===== config.mk =====
export PLATFORM = sky130hd
export DESIGN_NAME = uart_timer1_baud
export DESIGN_NICKNAME = d
export VERILOG_FILES = /design/src/hw/uart_pkg.sv /design/src/hw/uart_rate_gen.sv /design/src/hw/uart_timer1_baud.sv
export SDC_FILE = /design/constraint.sdc
export NUM_CORES = 1
export LEC_CHECK = 0
export ABC_AREA = 1
export BUFFER_PORTS_ARGS = -buffer_cell sky130_fd_sc_hd__buf_2
export CAP_MARGIN = 20
export CELL_PAD_IN_SITES_DETAIL_PLACEMENT = 1
export CELL_PAD_IN_SITES_GLOBAL_PLACEMENT = 2
export CORE_MARGIN = 1.5
export CORE_UTILIZATION = 35
export CTS_CLUSTER_DIAMETER = 50
export DETAILED_ROUTE_END_ITERATION = 6
export PLACE_DENSITY = 0.9
export SETUP_SLACK_MARGIN = 0.02
export SLEW_MARGIN = 40
export SYNTH_ARGS = -nofsm -noshare
export SYNTH_HDL_FRONTEND = slang
export SYNTH_SLANG_ARGS = --single-unit

===== constraint.sdc =====
create_clock -name sys_clk -period 3.8 [get_ports sys_clk]
set_clock_uncertainty 0.05 [all_clocks]
set_input_delay 0.76 -clock sys_clk [delete_from_list [all_inputs] [get_ports sys_clk]]
set_output_delay 0.76 -clock sys_clk [all_outputs]
set_load 0.005 [all_outputs]

===== src/hw/uart_pkg.sv =====
// Package with register map, field layout and types of the serial port block
//
// Contract
// - Two-bit timer mode field picks mode 0..3 from high and low bits; the code counts timer 1 only in mode 2, other modes stop it.
// - Modes 1 and 3: rate is half timer 1 overflow, full when doubled.
// - Mode 2: rate is quarter clock, half clock when doubled.
// - Baud doubling is power control bit 7; other seven bits unused.
// - Serial control top two bits choose UART mode 0..3.
// - Modes 2/3 with filter set: accept frame only if ninth bit is one.
// - Receiver accepts data only while receive enable is one.
// - Modes 2/3: transmitter sends transmit ninth bit as extra data bit.
// - Modes 2/3: receiver stores extra bit into receive ninth bit field.
// - Frame sent: set transmit done flag and raise interrupt; software clears.
// - Frame received: set receive done flag and raise interrupt; software clears.
// - Timer 1 reload is 256 minus K*clock over 384*rate, K 1 or 2; the code uses 32*rate.
// - Timer mode 0x20 gives timer 1 mode 2; serial 0x50 gives mode 1 receiving.
package uart_pkg;
  localparam logic [11:0] power_control_addr = 12'h87 << 2;
  localparam logic [11:0] timer_mode_select_addr = 12'h89 << 2;
  localparam logic [11:0] serial_control_addr = 12'h98 << 2;
  localparam logic [11:0] timer1_reload_addr = 12'h100;
  localparam logic [11:0] tx_data_addr = 12'h104;
  localparam logic [11:0] rx_data_addr = 12'h108;
  localparam logic [11:0] irq_status_addr = 12'h10c;
  localparam logic [11:0] irq_mask_addr = 12'h110;
  localparam logic [11:0] timer1_ctrl_addr = 12'h114;
  localparam int baud_double_bit = 7;
  localparam int t1_mode_hi_bit = 5;
  localparam int t1_mode_lo_bit = 4;
  localparam int mode_hi_bit = 7;
  localparam int mode_lo_bit = 6;
  localparam int filter_bit = 5;
  localparam int rx_enable_bit = 4;
  localparam int tx_ninth_pos = 3;
  localparam int rx_ninth_pos = 2;
  localparam int tx_done_pos = 1;
  localparam int rx_done_pos = 0;
  localparam logic [7:0] reg8_reset = 8'h00;
  localparam logic [7:0] reload_reset = 8'h00;
  localparam logic [1:0] irq_reset = 2'h0;
  localparam int t1_mode2 = 2;
  localparam int uart_mode0 = 0;
  localparam int uart_mode1 = 1;
  localparam int uart_mode2 = 2;
  localparam int uart_mode3 = 3;
  // Sample ticks per bit; 16 for modes 1..3, two clocks per bit in mode 0
  // so that shift_clk has a falling and a rising edge inside every bit
  localparam logic [4:0] oversample = 5'h10;
  localparam logic [4:0] half_bit = 5'h08;
  localparam logic [4:0] shift_ticks = 5'h02;
  localparam logic [3:0] bits_mode0 = 4'h8;
  localparam logic [3:0] bits_mode1 = 4'ha;
  localparam logic [3:0] bits_mode23 = 4'hb;
  localparam logic [3:0] mode2_div_slow = 4'h4;
  localparam logic [3:0] mode2_div_fast = 4'h2;
  localparam real t1_ref_clock_mhz = 88.4736;
  localparam int t1_ref_divisor = 384;
  localparam int t1_reload_span = 256;

  typedef struct packed {
    logic mode_hi;
    logic mode_lo;
    logic multiproc_filter;
    logic rx_enable;
    logic tx_ninth_bit;
    logic rx_ninth_bit;
    logic tx_done_flag;
    logic rx_done_flag;
  } serial_ctrl_type;

  typedef struct packed {
    logic [7:0] data;
    logic ninth;
  } frame_type;
endpackage


===== src/hw/uart_rate_gen.sv =====
// Bit-rate tick generator: timer 1 auto-reload and serial rate selection
`timescale 1ns/1ps
module uart_rate_gen (
  input wire logic sys_clk,
  input wire logic reset,
  input wire logic timer1_run,
  input wire logic [1:0] timer1_mode,
  input wire logic [7:0] timer1_reload_high,
  input wire logic [1:0] uart_mode,
  input wire logic baud_double,
  output logic tick
);
  import uart_pkg::*;
  logic [7:0] count_q;
  logic ovf_q;
  logic half_q;
  logic [3:0] div_q;
  logic [3:0] div_lim;

  always_ff @(posedge sys_clk) begin
    if (reset) begin
      count_q <= reload_reset;
      ovf_q <= 1'b0;
    end else begin
      ovf_q <= 1'b0;
      if (timer1_run && timer1_mode == 2'(t1_mode2)) begin
        if (count_q == 8'hff) begin
          count_q <= timer1_reload_high;
          ovf_q <= 1'b1;
        end else begin
          count_q <= count_q + 8'h01;
        end
      end
    end
  end

  // Overflows halve unless doubled
  always_ff @(posedge sys_clk) begin
    if (reset) half_q <= 1'b0;
    else if (ovf_q) half_q <= ~half_q;
  end

  assign div_lim = baud_double ? mode2_div_fast : mode2_div_slow;

  always_ff @(posedge sys_clk) begin
    if (reset) div_q <= 4'h0;
    else if (div_q >= div_lim - 4'h1) div_q <= 4'h0;
    else div_q <= div_q + 4'h1;
  end

  // The tick is a sample tick; the core divides by its own oversample count
  always_comb begin
    unique case (uart_mode)
      2'(uart_mode2): tick = (div_q == 4'h0);
      2'(uart_mode0): tick = 1'b1;
      default: tick = ovf_q && (baud_double || half_q);
    endcase
  end
endmodule // uart_rate_gen


===== src/hw/uart_timer1_baud.sv =====
// Serial port with timer 1 bit-rate generator and APB register slave
//
// Register access over APB is this design's own decision.
`timescale 1ns/1ps
module uart_timer1_baud (
  input wire logic sys_clk,
  input wire logic reset,
  input wire logic psel,
  input wire logic penable,
  input wire logic pwrite,
  input wire logic [11:0] paddr,
  input wire logic [31:0] pwdata,
  output logic [31:0] prdata,
  output logic pready,
  output logic pslverr,
  input wire logic rxd,
  output logic txd,
  output logic shift_clk,
  output logic irq
);
  import uart_pkg::*;

  typedef enum logic [1:0] {tx_idle, tx_shift} tx_state_type;
  typedef enum logic [1:0] {rx_idle, rx_start, rx_data} rx_state_type;

  logic [7:0] power_ctrl_reg_q;
  logic [7:0] timer_mode_reg_q;
  serial_ctrl_type serial_ctrl_reg_q;
  logic [7:0] reload_q;
  logic timer1_run_q;
  logic [7:0] rx_buf_q;
  logic [1:0] irq_status_q;
  logic [1:0] irq_mask_q;
  logic tick;
  logic [1:0] uart_mode;
  logic nine_bit_mode;
  logic wr_en;
  logic rd_en;
  logic tx_start;
  logic tx_event;
  logic rx_event;
  logic rx_store;
  frame_type rx_frame;

  tx_state_type tx_state_q;
  logic [10:0] tx_shift_q;
  logic [3:0] tx_bits_q;
  logic [4:0] tx_tick_q;

  rx_state_type rx_state_q;
  logic [8:0] rx_shift_q;
  logic [3:0] rx_bits_q;
  logic [4:0] rx_tick_q;

  function automatic logic [3:0] frame_bits(input logic [1:0] m);
    unique case (m)
      2'(uart_mode0): frame_bits = bits_mode0;
      2'(uart_mode1): frame_bits = bits_mode1;
      default: frame_bits = bits_mode23;
    endcase
  endfunction

  function automatic logic is_shift_mode(input logic [1:0] m);
    is_shift_mode = (m == 2'(uart_mode0));
  endfunction

  function automatic logic [4:0] bit_ticks(input logic [1:0] m);
    bit_ticks = is_shift_mode(m) ? shift_ticks : oversample;
  endfunction

  assign uart_mode = {serial_ctrl_reg_q.mode_hi, serial_ctrl_reg_q.mode_lo};
  assign nine_bit_mode = serial_ctrl_reg_q.mode_hi;
  assign wr_en = psel && penable && pwrite;
  // Read data is captured in the setup cycle
  assign rd_en = psel && !penable && !pwrite;
  assign tx_start = wr_en && paddr == tx_data_addr && tx_state_q == tx_idle;

  uart_rate_gen rate_gen (
    .sys_clk(sys_clk),
    .reset(reset),
    .timer1_run(timer1_run_q),
    .timer1_mode(timer_mode_reg_q[t1_mode_hi_bit:t1_mode_lo_bit]),
    .timer1_reload_high(reload_q),
    .uart_mode(uart_mode),
    .baud_double(power_ctrl_reg_q[baud_double_bit]),
    .tick(tick)
  );

  // Zero wait states: every access completes in its first access cycle
  always_ff @(posedge sys_clk) begin
    if (reset) begin
      pready <= 1'b0;
      pslverr <= 1'b0;
    end else begin
      pready <= psel && !penable;
      pslverr <= 1'b0;
    end
  end

  always_ff @(posedge sys_clk) begin
    if (reset) begin
      prdata <= 32'h0;
    end else if (rd_en) begin
      unique case (paddr)
        power_control_addr: prdata <= {24'h0, power_ctrl_reg_q};
        timer_mode_select_addr: prdata <= {24'h0, timer_mode_reg_q};
        serial_control_addr: prdata <= {24'h0, serial_ctrl_reg_q};
        timer1_reload_addr: prdata <= {24'h0, reload_q};
        rx_data_addr: prdata <= {24'h0, rx_buf_q};
        irq_status_addr: prdata <= {30'h0, irq_status_q};
        irq_mask_addr: prdata <= {30'h0, irq_mask_q};
        timer1_ctrl_addr: prdata <= {31'h0, timer1_run_q};
        tx_data_addr: prdata <= {31'h0, tx_state_q != tx_idle};
        default: prdata <= 32'h0;
      endcase
    end
  end

  // A control write to the access cycle; pready there is the registered setup
  always_ff @(posedge sys_clk) begin
    if (reset) begin
      power_ctrl_reg_q <= reg8_reset;
    end else if (wr_en && paddr == power_control_addr) begin
      power_ctrl_reg_q <= pwdata[7:0];
    end
  end

  always_ff @(posedge sys_clk) begin
    if (reset) begin
      timer_mode_reg_q <= reg8_reset;
    end else if (wr_en && paddr == timer_mode_select_addr) begin
      timer_mode_reg_q <= pwdata[7:0];
    end
  end

  always_ff @(posedge sys_clk) begin
    if (reset) begin
      reload_q <= reload_reset;
    end else if (wr_en && paddr == timer1_reload_addr) begin
      reload_q <= pwdata[7:0];
    end
  end

  always_ff @(posedge sys_clk) begin
    if (reset) begin
      timer1_run_q <= 1'b0;
    end else if (wr_en && paddr == timer1_ctrl_addr) begin
      timer1_run_q <= pwdata[0];
    end
  end

  always_ff @(posedge sys_clk) begin
    if (reset) begin
      irq_mask_q <= irq_reset;
    end else if (wr_en && paddr == irq_mask_addr) begin
      irq_mask_q <= pwdata[1:0];
    end
  end

  // Done flags: hardware set wins over a software clear in the same cycle
  always_ff @(posedge sys_clk) begin
    if (reset) begin
      serial_ctrl_reg_q <= serial_ctrl_type'(reg8_reset);
    end else begin
      if (wr_en && paddr == serial_control_addr) begin
        serial_ctrl_reg_q <= serial_ctrl_type'(pwdata[7:0]);
        serial_ctrl_reg_q.rx_ninth_bit <= rx_store && nine_bit_mode ?
          rx_frame.ninth : pwdata[rx_ninth_pos];
        serial_ctrl_reg_q.tx_done_flag <= tx_event | pwdata[tx_done_pos];
        serial_ctrl_reg_q.rx_done_flag <= rx_event | pwdata[rx_done_pos];
      end else begin
        if (tx_event) serial_ctrl_reg_q.tx_done_flag <= 1'b1;
        if (rx_event) serial_ctrl_reg_q.rx_done_flag <= 1'b1;
        if (rx_store && nine_bit_mode) serial_ctrl_reg_q.rx_ninth_bit <= rx_frame.ninth;
      end
    end
  end

  // Status bits: write one clears, a new event in the same cycle stays set
  always_ff @(posedge sys_clk) begin
    if (reset) begin
      irq_status_q <= irq_reset;
    end else begin
      irq_status_q <= (irq_status_q & ~((wr_en && paddr == irq_status_addr) ?
        pwdata[1:0] : 2'h0)) | {tx_event, rx_event};
    end
  end

  always_ff @(posedge sys_clk) begin
    if (reset) irq <= 1'b0;
    else irq <= |(irq_status_q & irq_mask_q);
  end

  // Transmitter; mode 0 shifts LSB first with no framing
  always_ff @(posedge sys_clk) begin
    if (reset) begin
      tx_state_q <= tx_idle;
      tx_shift_q <= 11'h7ff;
      tx_bits_q <= 4'h0;
      tx_tick_q <= 5'h0;
      tx_event <= 1'b0;
      txd <= 1'b1;
    end else begin
      tx_event <= 1'b0;
      unique case (tx_state_q)
        tx_idle: begin
          txd <= 1'b1;
          if (tx_start) begin
            tx_state_q <= tx_shift;
            tx_bits_q <= frame_bits(uart_mode);
            tx_tick_q <= 5'h0;
            if (is_shift_mode(uart_mode))
              tx_shift_q <= {3'h7, pwdata[7:0]};
            else if (nine_bit_mode)
              tx_shift_q <= {1'b1, serial_ctrl_reg_q.tx_ninth_bit, pwdata[7:0], 1'b0};
            else
              tx_shift_q <= {2'h3, pwdata[7:0], 1'b0};
          end
        end
        tx_shift: begin
          txd <= tx_shift_q[0];
          if (tick) begin
            if (tx_tick_q == bit_ticks(uart_mode) - 5'h1) begin
              tx_tick_q <= 5'h0;
              tx_shift_q <= {1'b1, tx_shift_q[10:1]};
              tx_bits_q <= tx_bits_q - 4'h1;
              if (tx_bits_q == 4'h1) begin
                tx_state_q <= tx_idle;
                tx_event <= 1'b1;
              end
            end else begin
              tx_tick_q <= tx_tick_q + 5'h1;
            end
          end
        end
        default: tx_state_q <= tx_idle;
      endcase
    end
  end

  // Shift clock for mode 0 toggles low during the first half of each bit
  always_ff @(posedge sys_clk) begin
    if (reset) shift_clk <= 1'b1;
    else shift_clk <= !(tx_state_q == tx_shift && is_shift_mode(uart_mode) &&
      tx_tick_q == 5'h0);
  end

  assign rx_frame.data = rx_shift_q[7:0];
  assign rx_frame.ninth = rx_shift_q[8];

  // Receiver in modes 1..3; ninth bit filter decides acceptance
  always_ff @(posedge sys_clk) begin
    if (reset) begin
      rx_state_q <= rx_idle;
      rx_shift_q <= 9'h0;
      rx_bits_q <= 4'h0;
      rx_tick_q <= 5'h0;
      rx_event <= 1'b0;
      rx_store <= 1'b0;
    end else begin
      rx_event <= 1'b0;
      rx_store <= 1'b0;
      unique case (rx_state_q)
        rx_idle: begin
          if (serial_ctrl_reg_q.rx_enable && !is_shift_mode(uart_mode) && !rxd) begin
            rx_state_q <= rx_start;
            rx_tick_q <= 5'h0;
          end
        end
        rx_start: begin
          if (tick) begin
            if (rx_tick_q == half_bit - 5'h1) begin
              rx_tick_q <= 5'h0;
              rx_state_q <= rxd ? rx_idle : rx_data;
              rx_bits_q <= frame_bits(uart_mode) - 4'h1;
            end else begin
              rx_tick_q <= rx_tick_q + 5'h1;
            end
          end
        end
        rx_data: begin
          if (tick) begin
            if (rx_tick_q == oversample - 5'h1) begin
              rx_tick_q <= 5'h0;
              rx_bits_q <= rx_bits_q - 4'h1;
              if (rx_bits_q == 4'h1) begin
                rx_state_q <= rx_idle;
                if (!(nine_bit_mode && serial_ctrl_reg_q.multiproc_filter &&
                      !rx_shift_q[8])) begin
                  rx_event <= 1'b1;
                  rx_store <= 1'b1;
                end
              end else if (nine_bit_mode) begin
                rx_shift_q <= {rxd, rx_shift_q[8:1]};
              end else begin
                rx_shift_q <= {1'b0, rxd, rx_shift_q[7:1]};
              end
            end else begin
              rx_tick_q <= rx_tick_q + 5'h1;
            end
          end
        end
        default: rx_state_q <= rx_idle;
      endcase
    end
  end

  always_ff @(posedge sys_clk) begin
    if (reset) rx_buf_q <= reg8_reset;
    else if (rx_store) rx_buf_q <= rx_frame.data;
  end
endmodule // uart_timer1_baud


Word-level counts from Yosys, hierarchy flattened
Index checks and enable logic that the tools add are counted.
{"block": "classes", "n_addsub": 9, "mul": 0, "div": 0, "magnitude_cmp": 1, "eq_ne": 31, "n_shift": 0, "mux": 59, "bitwise": 14, "n_reduce_logical": 53}
{"cell": "$eq A12 B9 Y1 const B", "n": 6}
{"cell": "$pmux W8 S9", "n": 1}
{"cell": "$mux W5", "n": 9}
{"cell": "$mux W4", "n": 11}
{"cell": "$eq A12 B10 Y1 const B", "n": 3}
{"cell": "$mux W11", "n": 3}
{"cell": "$mux W2", "n": 12}
{"cell": "$logic_and A1 B1 Y1", "n": 22}
{"cell": "$pmux W11 S2", "n": 1}
{"cell": "$mux W10", "n": 2}
{"cell": "$pmux W4 S2", "n": 2}
{"cell": "$reduce_and A4 Y1", "n": 4}
{"cell": "$sub A4 B1 Y4 const B", "n": 4}
{"cell": "$pmux W5 S3", "n": 1}
{"cell": "$ne A2 B2 Y1 const B", "n": 7}
{"cell": "$reduce_bool A2 Y1", "n": 6}
{"cell": "$add A5 B1 Y5 const B", "n": 2}
{"cell": "$pmux W5 S2", "n": 1}
{"cell": "$mux W9", "n": 1}
{"cell": "$add A8 B1 Y8 const B", "n": 1}
{"cell": "$eq A4 B1 Y1 const B", "n": 2}
{"cell": "$eq A8 B8 Y1 const B", "n": 1}
{"cell": "$mux W8", "n": 1}
{"cell": "$not A1 Y1", "n": 8}
{"cell": "30 further kinds", "n": 56}
{"block": "word_totals", "reg_bits": 139, "latch_bits": 0, "mem_bits_rw": 0, "rom_bits": 0, "in_bits": 50, "output_inout_bits": 37, "elab_cells": 201, "n_memories": 0}

Depth between registers and ports, before layout
Gate-level depths: netlist (run 1).
{"block": "logic_depth", "depth_word": 10, "mapped_depth": 11, "depth_no_buf": 11}

Modules after synthesis
Synthesis (run 1) repeated with hierarchy kept, for this count alone.
{"block": "unflattened", "hier_cells": 833, "area_unflattened_um2": 5953.2}
{"mod": "uart_timer1_baud", "instances": 1, "cells_each": 714, "area_per_inst_um2": 5094.9, "seq_area_each_um2": 1981.9}
{"mod": "uart_rate_gen", "instances": 1, "cells_each": 119, "area_per_inst_um2": 858.3, "seq_area_each_um2": 280.3}

Least setup slack after synthesis (run 1)
No wires, ideal clock.
{"block": "synth_path", "path_type": "in2reg", "startpoint": "input paddr[9]", "endpoint": "register tx_shift_q[8]", "setup_time_ps": 120, "t_arrival_ps": 1726, "t_required_ps": 3630, "slack_ps": 1905, "path_stages": 9, "path_buffers": 1, "path_cell_list": "inv_1 -> nand2_1 -> nor2_4 -> nand3_2 -> nand2_4 -> nand3_2 -> buf_6 -> a21oi_2 -> nand2_1"}
{"block": "synth_via", "elab_chain_cells": 5}
{"element": "start: declaration", "line_no": "uart_timer1_baud.sv:11", "rtl": "input wire logic [11:0] paddr,"}
{"element": "$eq A12 B9 Y1", "line_no": "uart_timer1_baud.sv:76", "rtl": "assign tx_start = wr_en && paddr == tx_data_addr && tx_state_q == tx_idle;"}
{"element": "$logic_and A1 B1 Y1 (2 in a row)", "line_no": "uart_timer1_baud.sv:76"}
{"element": "$ne A2 B2 Y1 (no line)"}
{"element": "$reduce_and A4 Y1 (no line)"}
{"element": "end signal: assignment", "line_no": "uart_timer1_baud.sv:213", "rtl": "tx_shift_q <= {3'h7, pwdata[7:0]};"}
{"element": "end signal: assignment", "line_no": "uart_timer1_baud.sv:215", "rtl": "tx_shift_q <= {1'b1, serial_ctrl_reg_q.tx_ninth_bit, pwdata[7:0], 1'b0};"}
{"element": "end signal: assignment", "line_no": "uart_timer1_baud.sv:217", "rtl": "tx_shift_q <= {2'h3, pwdata[7:0], 1'b0};"}
{"element": "end: declaration", "line_no": "uart_timer1_baud.sv:46", "rtl": "logic [10:0] tx_shift_q;"}
No other way between the ends.
A chain may end at the register's enable or synchronous reset.

Worst setup path after layout (run 1)
{"block": "layout_path", "startpoint": "register rx_tick_q[0]", "endpoint": "register rx_shift_q[4]"}
{"block": "layout_via", "elab_chain_cells": 2}
{"element": "start: declaration", "line_no": "uart_timer1_baud.sv:53", "rtl": "logic [4:0] rx_tick_q;"}
{"element": "start signal: assignment", "line_no": "uart_timer1_baud.sv:277", "rtl": "rx_tick_q <= rx_tick_q + 5'h1;"}
{"element": "start signal: assignment", "line_no": "uart_timer1_baud.sv:299", "rtl": "rx_tick_q <= rx_tick_q + 5'h1;"}
{"element": "$eq A5 B4 Y1", "line_no": "uart_timer1_baud.sv:283", "rtl": "if (rx_tick_q == oversample - 5'h1) begin"}
{"element": "$reduce_and A4 Y1 (no line)"}
{"element": "end signal: assignment", "line_no": "uart_timer1_baud.sv:294", "rtl": "rx_shift_q <= {rxd, rx_shift_q[8:1]};"}
{"element": "end signal: assignment", "line_no": "uart_timer1_baud.sv:296", "rtl": "rx_shift_q <= {1'b0, rxd, rx_shift_q[7:1]};"}
{"element": "end: declaration", "line_no": "uart_timer1_baud.sv:51", "rtl": "logic [8:0] rx_shift_q;"}
No other way between the ends.

==> results of run 1 <==
[cells in the final DEF (no fill, tap or decap), types with 2 or more instances in the layout]
cell,instances
nor2_4,4
o211ai_1,17
inv_2,4
a211oi_2,2
nand2_2,6
buf_4,4
nand2_1,124
nor3_2,4
nand4_1,7
buf_2,37
xor2_1,2
ha_1,17
inv_1,87
dfxtp_1,113
a31oi_1,4
nor2_2,7
o21ai_0,69
clkbuf_1,5
xnor2_1,5
a211oi_1,18
nand2_4,2
nand3_1,48
nor4_1,4
conb_1,26
nand3b_1,3
a21oi_1,55
o21ai_1,9
nor2_1,99
clkbuf_8,4
clkinv_2,3
clkbuf_16,17
nor3_1,5
nand3_2,4
o31ai_1,3
[cell families after synthesis]
logic type / after synthesis / share of synthesized area, %
simple gates: 323 / 25.7
compound gates: 186 / 18.6
buf+inv: 146 / 11.8
flops: 113 / 39.1
fa+ha+maj: 17 / 3.68
xor+xnor: 7 / 1.06
other cells: 1 / 0.0649
[final cells by class]
cell class / instances / area [um^2] / area share [%]
inverters: 92 / 345 / 5.25
repair buffers: 41 / 215 / 3.27
flip-flops and latches: 113 / 2260 / 34.4
well taps: 216 / 270 / 4.11
clock buffers: 26 / 499 / 7.59
clock inverters: 5 / 52.6 / 0.799
multi-input cells: 559 / 2930 / 44.6
[flip-flops by register name, indices dropped and copies added (netlist names), 2 cells and up]
register,cells
irq_mask_q,2
irq_status_q,2
power_ctrl_reg_q,8
prdata,8
rate_gen.count_q,8
rate_gen.div_q,4
reload_q,8
rx_bits_q,4
rx_buf_q,8
rx_shift_q,9
rx_state_q,2
rx_tick_q,5
serial_ctrl_reg_q,7
timer_mode_reg_q,8
tx_bits_q,4
tx_shift_q,10
tx_tick_q,5
[metal layers]
metal | up-vias | share of wire, % | routed length [um]
met1 | 2440 | 49 | 7780
met3 | 9 | 2.5 | 387
met5 | - | 0 | 0
met4 | 0 | 0.57 | 89
met2 | 58 | 48 | 7490
li1 | 2636 | - | -
[path summary, 6_finish.rpt]
path	cells after the start	from	to
worst max-delay path	9	rx_tick_q[0]$_SDFFE_PP0P_	rx_shift_q[4]$_SDFFE_PP0P_
worst min-delay path	1	tx_shift_q[0]$_SDFFE_PP1P_	txd$_SDFF_PP1_
worst max register to register	9	rx_tick_q[0]$_SDFFE_PP0P_	rx_shift_q[4]$_SDFFE_PP0P_
worst min register to register	1	tx_shift_q[0]$_SDFFE_PP1P_	txd$_SDFF_PP1_
[critical path, cell delays in order, from the launching register on]
cell and delay (ns):
dfxtp_1 0.38, ha_1 0.20, nand2_1 0.10, nor2_1 0.14, ha_1 0.21, nand2_1 0.08
nor2_1 0.48, inv_1 0.30, nor2_1 0.17, nor2_1 0.06
[stage by stage]
step           instance area (um^2)  cells  total power, mW  setup WS, ns
6_report                       6580   1052             3.10          1.52
3_3_place_gp                   6020   1020             1.61          1.24
3_5_place_dp                   6020   1020             1.61          1.18
4_1_cts                        6570   1051             3.13          1.50
2_1_floorplan                  5880    818             1.53          1.90
5_1_grt                        6580   1052             3.23          1.19
[report_power, final]
part / switching (mW) / internal (mW)
clock network: 0.542 / 0.960
registers: 0.0256 / 1.22
logic: 0.234 / 0.113
total: 0.802 / 2.30
==> run_results.csv, run 1 <==
group,metric,value,unit
status,outcome,"complete, no violations",
synth,ys_types,49,
power,leakage,2.78,nW
floorplan,dieArea,0.0173,mm^2
floorplan,fp-row-count,46,
timing,drv_slew,0,
worst_hold_path,hold_path_class,"register to register",
grt,use_met3,4.82,%
timing,fin_crit_sh,60.0,%
place,portBuffers,37,
synth,synth_area_leader_cell,"dfxtp_1",
routing,drc,0,
power,irDropWorstVdd,0.000339,V
grt,grt_max_degree,62,
cells_and_area,num-fill-cells,2089,
synth,synth-edff-count,0,
timing,timing.hold.ws,0.396,ns
grt,antenna_found_initial,0,
timing,fin_crit,2.28,ns
grt,grt_pass1_vias,5177,
place,hpwl,11100,um
job,drv_cap,0,
clocking,cts_max_level,4,
setup_path,crit_fanout,11,
timing,hold_viol_final,0,
routing,totalWireLength,15700,um
floorplan,initial_utilization,36.1,%
setup_path,critPathRequiredTime,4.05,ns
setup_path,cp-end-kind,"register",
synth,yosysSeqAreaShare,39.1,%
clocking,path_clk_slew,0.05,ns
synth,syn_area_per_cell,7.29,um^2
timing,fin_setup_tns,0,ns
clocking,postCtsSetupBuffers,0,
routing,postRouteAntennaNets,0,
clocking,tritoncts,"done",
synth,synth_async_sr_flop_share,0,%
timing,worstMarginPinSlew,0.685,ns
timing,fmax,0.439,GHz
routing,vias,5143,
cells_and_area,drive_gt1_share,12.6,%
grt,grt_util_met1,24.6,%
synth,yosysMostFrequentCell,"nand2_1",
floorplan,coreArea,0.0160,mm^2
clocking,clock_latency,0.42,ns
floorplan,dieWidth,132,um
floorplan,ios,87,
clocking,clk_path_buf_depth,2,
cells_and_area,fin_nets,891,
timing,finalSetupViolCount,0,
power,powerDensity,471,mW/mm^2
synth,syn-cell-area,0.00578,mm^2
place,gp_congestion,0.775,
grt,use_met2,31.8,%
synth,ys_seq_elements,113,
clocking,post_cts_resized,0,
setup_path,worst-setup-path-type,"register to register",
cells_and_area,diodes,0,
clocking,numClockSinks,113,
floorplan,die_h,132,um
synth,synth_top_area_share,39.1,%
synth,syn_inst,793,
routing,via_per_inst,4.89,
synth,ys_top_cells_by_count,"124 x nand2_1, 113 x dfxtp_1, 99 x nor2_1, 87 x inv_1, 69 x o21ai_0",
clocking,cts_root_buf,"clkbuf_16",
setup_path,regToRegSetupSlack,1.52,ns
synth,synth_area_leaders,"dfxtp_1 39%, nand2_1 8.1%, nor2_1 6.4%, o21ai_0 6.0%, inv_1 5.6%",
setup_path,start_kind,"register",
cells_and_area,postLayoutCoreUtil,41.1,%
grt,grt_overflow,0,
routing,avgRoutedWirePerCell,15.0,um
routing,drt_iter0_drc,257,
timing,rsz0062_at_grt,"no",
cells_and_area,syn_to_final_growth,13.7,%
grt,grt.busiest_layer,"met2",
grt,grtUsageTotal,19.1,%
clocking,numCtsBuffers,17,
synth,yosys_warnings,0,
synth,ys.flop_type,"dfxtp_1",
routing,drt_pre_antenna_iters,4,
setup_path,worstPathArrival,2.53,ns
timing,slew_headroom,54.2,%
grt,grt_pass1_wl,26400,um
clocking,cts_hold_buf,0,
Power figures use the tool's default switching activity.
==> run 2, diff against run 1 <==
--- a/config.mk
+++ b/config.mk
@@ -11,10 +11,10 @@
 export CELL_PAD_IN_SITES_DETAIL_PLACEMENT = 1
 export CELL_PAD_IN_SITES_GLOBAL_PLACEMENT = 2
 export CORE_MARGIN = 1.5
-export CORE_UTILIZATION = 35
+export CORE_UTILIZATION = 29
 export CTS_CLUSTER_DIAMETER = 50
 export DETAILED_ROUTE_END_ITERATION = 6
-export PLACE_DENSITY = 0.9
+export PLACE_DENSITY = 0.81
 export SETUP_SLACK_MARGIN = 0.02
 export SLEW_MARGIN = 40
 export SYNTH_ARGS = -nofsm -noshare
==> constraint.sdc (replaced) <==
create_clock -name sys_clk -period 1.91 [get_ports sys_clk]
set_clock_uncertainty 0.05 [all_clocks]
set_input_delay 0.382 -clock sys_clk [delete_from_list [all_inputs] [get_ports sys_clk]]
set_output_delay 0.382 -clock sys_clk [all_outputs]
set_load 0.005 [all_outputs]
==> run_results.csv, run 2 (synthesis gave the netlist of run 1 again) <==
group,metric,value,unit
status,outcome,"complete, no violations",
timing,fin_setup_tns,0,ns
cells_and_area,drive_gt1_share,17.7,%
timing,hold_viol_final,0,
clocking,cts_root_buf,"clkbuf_16",
power,combPwrFrac,11.9,%
grt,antenna_found_initial,0,
timing,fin_crit,1.83,ns
setup_path,critPathRequiredTime,2.17,ns
place,gp_congestion,0.784,
clocking,tritoncts,"done",
routing,avgRoutedWirePerCell,14.5,um
cells_and_area,layout_common_cells,"121 x nand2_1, 112 x dfxtp_1, 97 x nor2_1",
setup_path,cp-end-kind,"register",
setup_path,crit_start,"rx_tick_q[0]$_SDFFE_PP0P_",
cells_and_area,largest_register,"tx_shift_q",
setup_path,worstPathArrival,2.09,ns
floorplan,dieArea,0.0208,mm^2
setup_path,rr_worst_depth,8,
cells_and_area,postLayoutCoreUtil,36.3,%
cells_and_area,diodes,0,
worst_hold_path,hold_path_class,"input port to register",
setup_path,start_kind,"register",
setup_path,path_delay_family,"simple AND/OR/NAND/NOR gates",
power,powerDensity,967,mW/mm^2
floorplan,ios,87,
setup_path,slowest_delay,0.38,ns
setup_path,regToRegSetupSlack,0.08,ns
cells_and_area,design_area,0.00709,mm^2
clocking,clock_latency,0.43,ns
power,leakage,3.02,nW
power,sw_frac_of_total,24.9,%
routing,via_per_inst,4.66,
setup_path,regToRegStartpoint,"rx_tick_q[0]$_SDFFE_PP0P_",
floorplan,dieWidth,144,um
routing,vias,5292,
power,power,6.85,mW
cells_and_area,num-fill-cells,2459,
clocking,numClockSinks,113,
setup_path,crit_fanout,4,
routing,postRouteAntennaNets,0,
routing,totalWireLength,16500,um
floorplan,die_h,144,um
power,p_clk_share,51.8,%
routing,drt_pre_antenna_iters,4,
floorplan,coreArea,0.0195,mm^2
power,p_seq_share,36.3,%
power,p_switching,1.70,mW
job,drv_cap,0,
cells_and_area,fin_nets,925,
cells_and_area,final_common_cell,"nand2_1",
cells_and_area,syn_to_final_growth,22.6,%
timing,fmax,0.545,GHz
timing,finalSetupViolCount,0,
setup_path,crit_chain,"ha_4 > nand2_4 > buf_4 > o21ai_0 > and2b_2 > nand4_1 > o21ai_0 > a21oi_1",
cells_and_area,top_regs,"tx_shift_q: 10 flops, rx_shift_q: 9 flops",
grt,grt_overflow,0,
grt,grt_pass1_wl,27200,um
place,hpwl,11900,um
setup_path,slowest_stage,"dfxtp_1",
timing,fin_crit_sh,96.0,%
grt,grtUsageTotal,17.0,%
setup_path,crit_top_cell,"o21ai_0",
clocking,numCtsBuffers,17,
setup_path,crit_end,"rx_state_q[1]$_SDFFE_PP0P_",
clocking,cts_hold_buf,0,
timing,drv_slew,0,
place,post_dp_cell_area,0.00637,mm^2
setup_path,path_buf_inv,1,
grt,grt_max_degree,42,
routing,drc,0,
grt,grt_pass1_vias,5392,
place,portBuffers,37,
power,irDropWorstVdd,0.000597,V
clocking,clk_path_buf_depth,2,
routing,drt_iter0_drc,259,
setup_path,worst-setup-path-type,"register to register",
setup_path,r2r-end,"rx_state_q[1]$_SDFFE_PP0P_",
floorplan,initial_utilization,29.6,%
power,intPower,5.15,mW
cells_and_area,largest_reg_flops,10,
clocking,path_clk_slew,0.05,ns
floorplan,fp-row-count,51,
setup_path,cp_num_cells,8,
clocking,cts_max_level,4,
## run 2: repair_timing
action,in CTS,in global routing
setup endpoints to repair,2,24
pin swaps,0,3
buffers inserted,0,1
cloned,0,0
gates resized for setup,0,18
## run 2: worst min-delay path by stage
stage	start	slack [ns]	end	cells past startpoint
global placement	reload_q[4]$_SDFFE_PP0P_	0.39	rate_gen.count_q[4]$_SDFFE_PP0P_	2
floorplan	tx_shift_q[0]$_SDFFE_PP1P_	0.37	txd$_SDFF_PP1_	1
global route	penable	0.11	pready$_SDFF_PP0_	2
detailed placement	power_ctrl_reg_q[4]$_SDFFE_PP0P_	0.40	power_ctrl_reg_q[4]$_SDFFE_PP0P_	2
CTS	penable	0.10	pready$_SDFF_PP0_	2
finish	penable	0.12	pready$_SDFF_PP0_	2
## run 2: final cells by class
| cell class | count | area [um^2] | area share [%] |
|---|---|---|---|
| Inverter | 92 | 345 | 4.87 |
| Clock inverter | 10 | 180 | 2.54 |
| Tap cell | 265 | 332 | 4.68 |
| Sequential cell | 113 | 2260 | 31.9 |
| Clock buffer | 22 | 474 | 6.69 |
| Timing Repair Buffer | 75 | 508 | 7.17 |
| Multi-Input combinational cell | 559 | 2990 | 42.1 |
## run 2: stage by stage
step	cells	hold slack, ns	setup WS [ns]
final	1136	0.121	0.0759
after global routing	1136	0.114	-0.0254
after CTS	1135	0.103	0.00415
after detailed placement	1103	0.399	0.0338
after global placement	1103	0.393	0.0499
after floorplan	818	0.365	0.227
## run 2: power groups by stage
stage	clock (mW)	sequential, mW	combinational, mW
2_1_floorplan	0	2.52	0.527
3_3_place_gp	0	2.53	0.729
3_5_place_dp	0	2.53	0.742
4_1_cts	3.63	2.48	0.750
5_1_grt	3.73	2.50	0.931
6_report	3.55	2.49	0.815
## run 2: layer usage
metal	vias up	GRT usage [%]	part of all wire (%)
met5	-	0	0
met4	0	5.95	1.8
met3	21	4.30	3.2
met2	71	27.5	46
met1	2487	22.0	49
li1	2713	-	-
==> run 3, diff against run 2 <==
--- a/config.mk
+++ b/config.mk
@@ -11,10 +11,10 @@
 export CELL_PAD_IN_SITES_DETAIL_PLACEMENT = 1
 export CELL_PAD_IN_SITES_GLOBAL_PLACEMENT = 2
 export CORE_MARGIN = 1.5
-export CORE_UTILIZATION = 29
+export CORE_UTILIZATION = 32
 export CTS_CLUSTER_DIAMETER = 50
 export DETAILED_ROUTE_END_ITERATION = 6
-export PLACE_DENSITY = 0.81
+export PLACE_DENSITY = 0.84
 export SETUP_SLACK_MARGIN = 0.02
 export SLEW_MARGIN = 40
 export SYNTH_ARGS = -nofsm -noshare
==> constraint.sdc (replaced) <==
create_clock -name sys_clk -period 1.9 [get_ports sys_clk]
set_clock_uncertainty 0.05 [all_clocks]
set_input_delay 0.38 -clock sys_clk [delete_from_list [all_inputs] [get_ports sys_clk]]
set_output_delay 0.38 -clock sys_clk [all_outputs]
set_load 0.005 [all_outputs]
==> run_results.csv, run 3 (synthesis gave the netlist of run 1 again) <==
group,metric,value,unit
status,outcome,"complete, no violations",
power,powerDensity,915,mW/mm^2
grt,grt_pass1_vias,5325,
timing,fmax,0.559,GHz
routing,postRouteAntennaNets,0,
cells_and_area,postLayoutCoreUtil,39.7,%
clocking,clk_path_buf_depth,2,
clocking,cts_root_buf,"clkbuf_16",
power,irDropWorstVdd,0.000621,V
routing,highest_layer,"met4",
setup_path,start_kind,"register",
floorplan,dieWidth,137,um
job,drv_cap,0,
cells_and_area,largest_register,"tx_shift_q",
setup_path,critPathRequiredTime,2.15,ns
power,p_switching,1.63,mW
clocking,clock_latency,0.42,ns
clocking,path_clk_slew,0.06,ns
routing,via_per_inst,4.80,
power,combPwrFrac,12.6,%
floorplan,fp-row-count,48,
cells_and_area,syn_to_final_growth,20.1,%
cells_and_area,fin_nets,925,
routing,drt_pre_antenna_iters,4,
routing,drt_iter0_drc,230,
cells_and_area,drive_gt1_share,17.5,%
setup_path,rr_worst_depth,9,
timing,rsz0062_at_grt,"yes",
grt,grtUsageTotal,18.4,%
cells_and_area,design_area,0.00694,mm^2
timing,fin_crit_sh,94.1,%
cells_and_area,largest_reg_flops,10,
power,intPower,4.72,mW
clocking,cts_hold_buf,0,
routing,met1_length,7780,um
routing,totalWireLength,16200,um
cells_and_area,diodes,0,
place,portBuffers,37,
floorplan,dieArea,0.0189,mm^2
setup_path,cp-end-kind,"register",
cells_and_area,final_common_cell,"nand2_1",
routing,wl_met3,423,um
clocking,numCtsBuffers,17,
setup_path,worst-setup-path-type,"register to register",
place,post_dp_cell_area,0.00630,mm^2
power,p_clk_share,47.9,%
routing,vias,5246,
routing,drc,0,
worst_hold_path,hp-start,"penable",
cells_and_area,top_regs,"tx_shift_q: 10 flops, rx_shift_q: 9 flops",
clocking,numClockSinks,113,
routing,avgRoutedWirePerCell,14.8,um
setup_path,crit_start,"rx_tick_q[1]$_SDFFE_PP0P_",
timing,fin_crit,1.79,ns
floorplan,ios,87,
place,gp_congestion,0.795,
place,hpwl,11800,um
floorplan,die_h,137,um
clocking,tritoncts,"done",
timing,finalSetupViolCount,0,
floorplan,coreArea,0.0175,mm^2
setup_path,worstPathArrival,2.04,ns
power,p_seq_share,39.4,%
timing,hold_viol_final,0,
setup_path,regToRegStartpoint,"rx_tick_q[1]$_SDFFE_PP0P_",
grt,grt_pass1_wl,26700,um
grt,grt_max_degree,55,
floorplan,initial_utilization,33.1,%
power,sw_frac_of_total,25.7,%
timing,drv_slew,0,
power,power,6.35,mW
grt,antenna_found_initial,0,
setup_path,crit_fanout,4,
cells_and_area,num-fill-cells,2214,
clocking,cts_max_level,4,
cells_and_area,layout_common_cells,"120 x nand2_1, 111 x dfxtp_1, 97 x nor2_1",
worst_hold_path,hold_depth,2,
power,leakage,2.98,nW
routing,dr_wl_met2,7800,um
grt,grt_overflow,0,
worst_hold_path,hold_path_class,"input port to register",
[run 3: changes by cell type in the layout (fill, tap and decap cells not counted), sizes merged]
cell	before	now
clkbuf	22	24
bufinv	5	2
clkinvlp	2	1
[run 3: path summary, 6_finish.rpt]
check                           slack [ns]                          endpoint
worst min-delay path                  0.13                 pready$_SDFF_PP0_
worst max-delay path                  0.11        rx_state_q[0]$_SDFFE_PP0P_
worst min register to register        0.41  power_ctrl_reg_q[1]$_SDFFE_PP0P_
worst max register to register        0.11        rx_state_q[0]$_SDFFE_PP0P_
[run 3: final cells by class]
class                           instances  area [um^2]  area share [%]
Sequential cell                       113         2260            32.6
Inverter                               92          345            4.97
Clock inverter                          6         82.6            1.19
Tap cell                              225          282            4.05
Multi-Input combinational cell        559         3000            43.2
Timing Repair Buffer                   75          495            7.14
Clock buffer                           24          472            6.79
[run 3: power by group through the flow]
stage	clock, mW	combinational, mW	sequential (mW)
after floorplan	0	0.530	2.53
after global placement	0	0.727	2.54
after detailed placement	0	0.746	2.54
after CTS	3.13	0.779	2.49
after global routing	3.25	0.910	2.51
final	3.05	0.803	2.50
[run 3: per-stage QoR]
| step | cells | setup TNS [ns] | hold slack (ns) | setup slack, ns |
|---|---|---|---|---|
| 6_report | 1094 | 0 | 0.128 | 0.112 |
| 5_1_grt | 1094 | -0.0116 | 0.134 | -0.0116 |
| 4_1_cts | 1093 | 0 | 0.109 | 0.0260 |
| 3_5_place_dp | 1062 | -0.00188 | 0.402 | -0.00188 |
| 3_3_place_gp | 1062 | 0 | 0.395 | 0.0246 |
| 2_1_floorplan | 818 | 0 | 0.365 | 0.217 |
[run 3: routing by layer]
| metal | track usage, % | vias to the layer above |
|---|---|---|
| li1 | - | 2708 |
| met1 | 23.2 | 2470 |
| met2 | 31.3 | 55 |
| met3 | 4.60 | 13 |
| met4 | 4.91 | 0 |
| met5 | 0 | - |
[run 3: critical path, cell delays in order, from the launching register on]
cell	delay, ns
dfxtp_2	0.37
ha_4	0.16
nand2_4	0.06
nor2_4	0.10
ha_2	0.19
nor2_2	0.04
and2b_2	0.28
nand4_1	0.19
o21ai_1	0.18
a21oi_1	0.05
[run 3: timing repair]
action | in CTS | in global routing
endpoints found under the hold margin | 0 | 0
gates resized for setup | 6 | 19
pin swaps | 1 | 5
endpoints found under the setup margin | 9 | 26
buffers inserted | 1 | 1
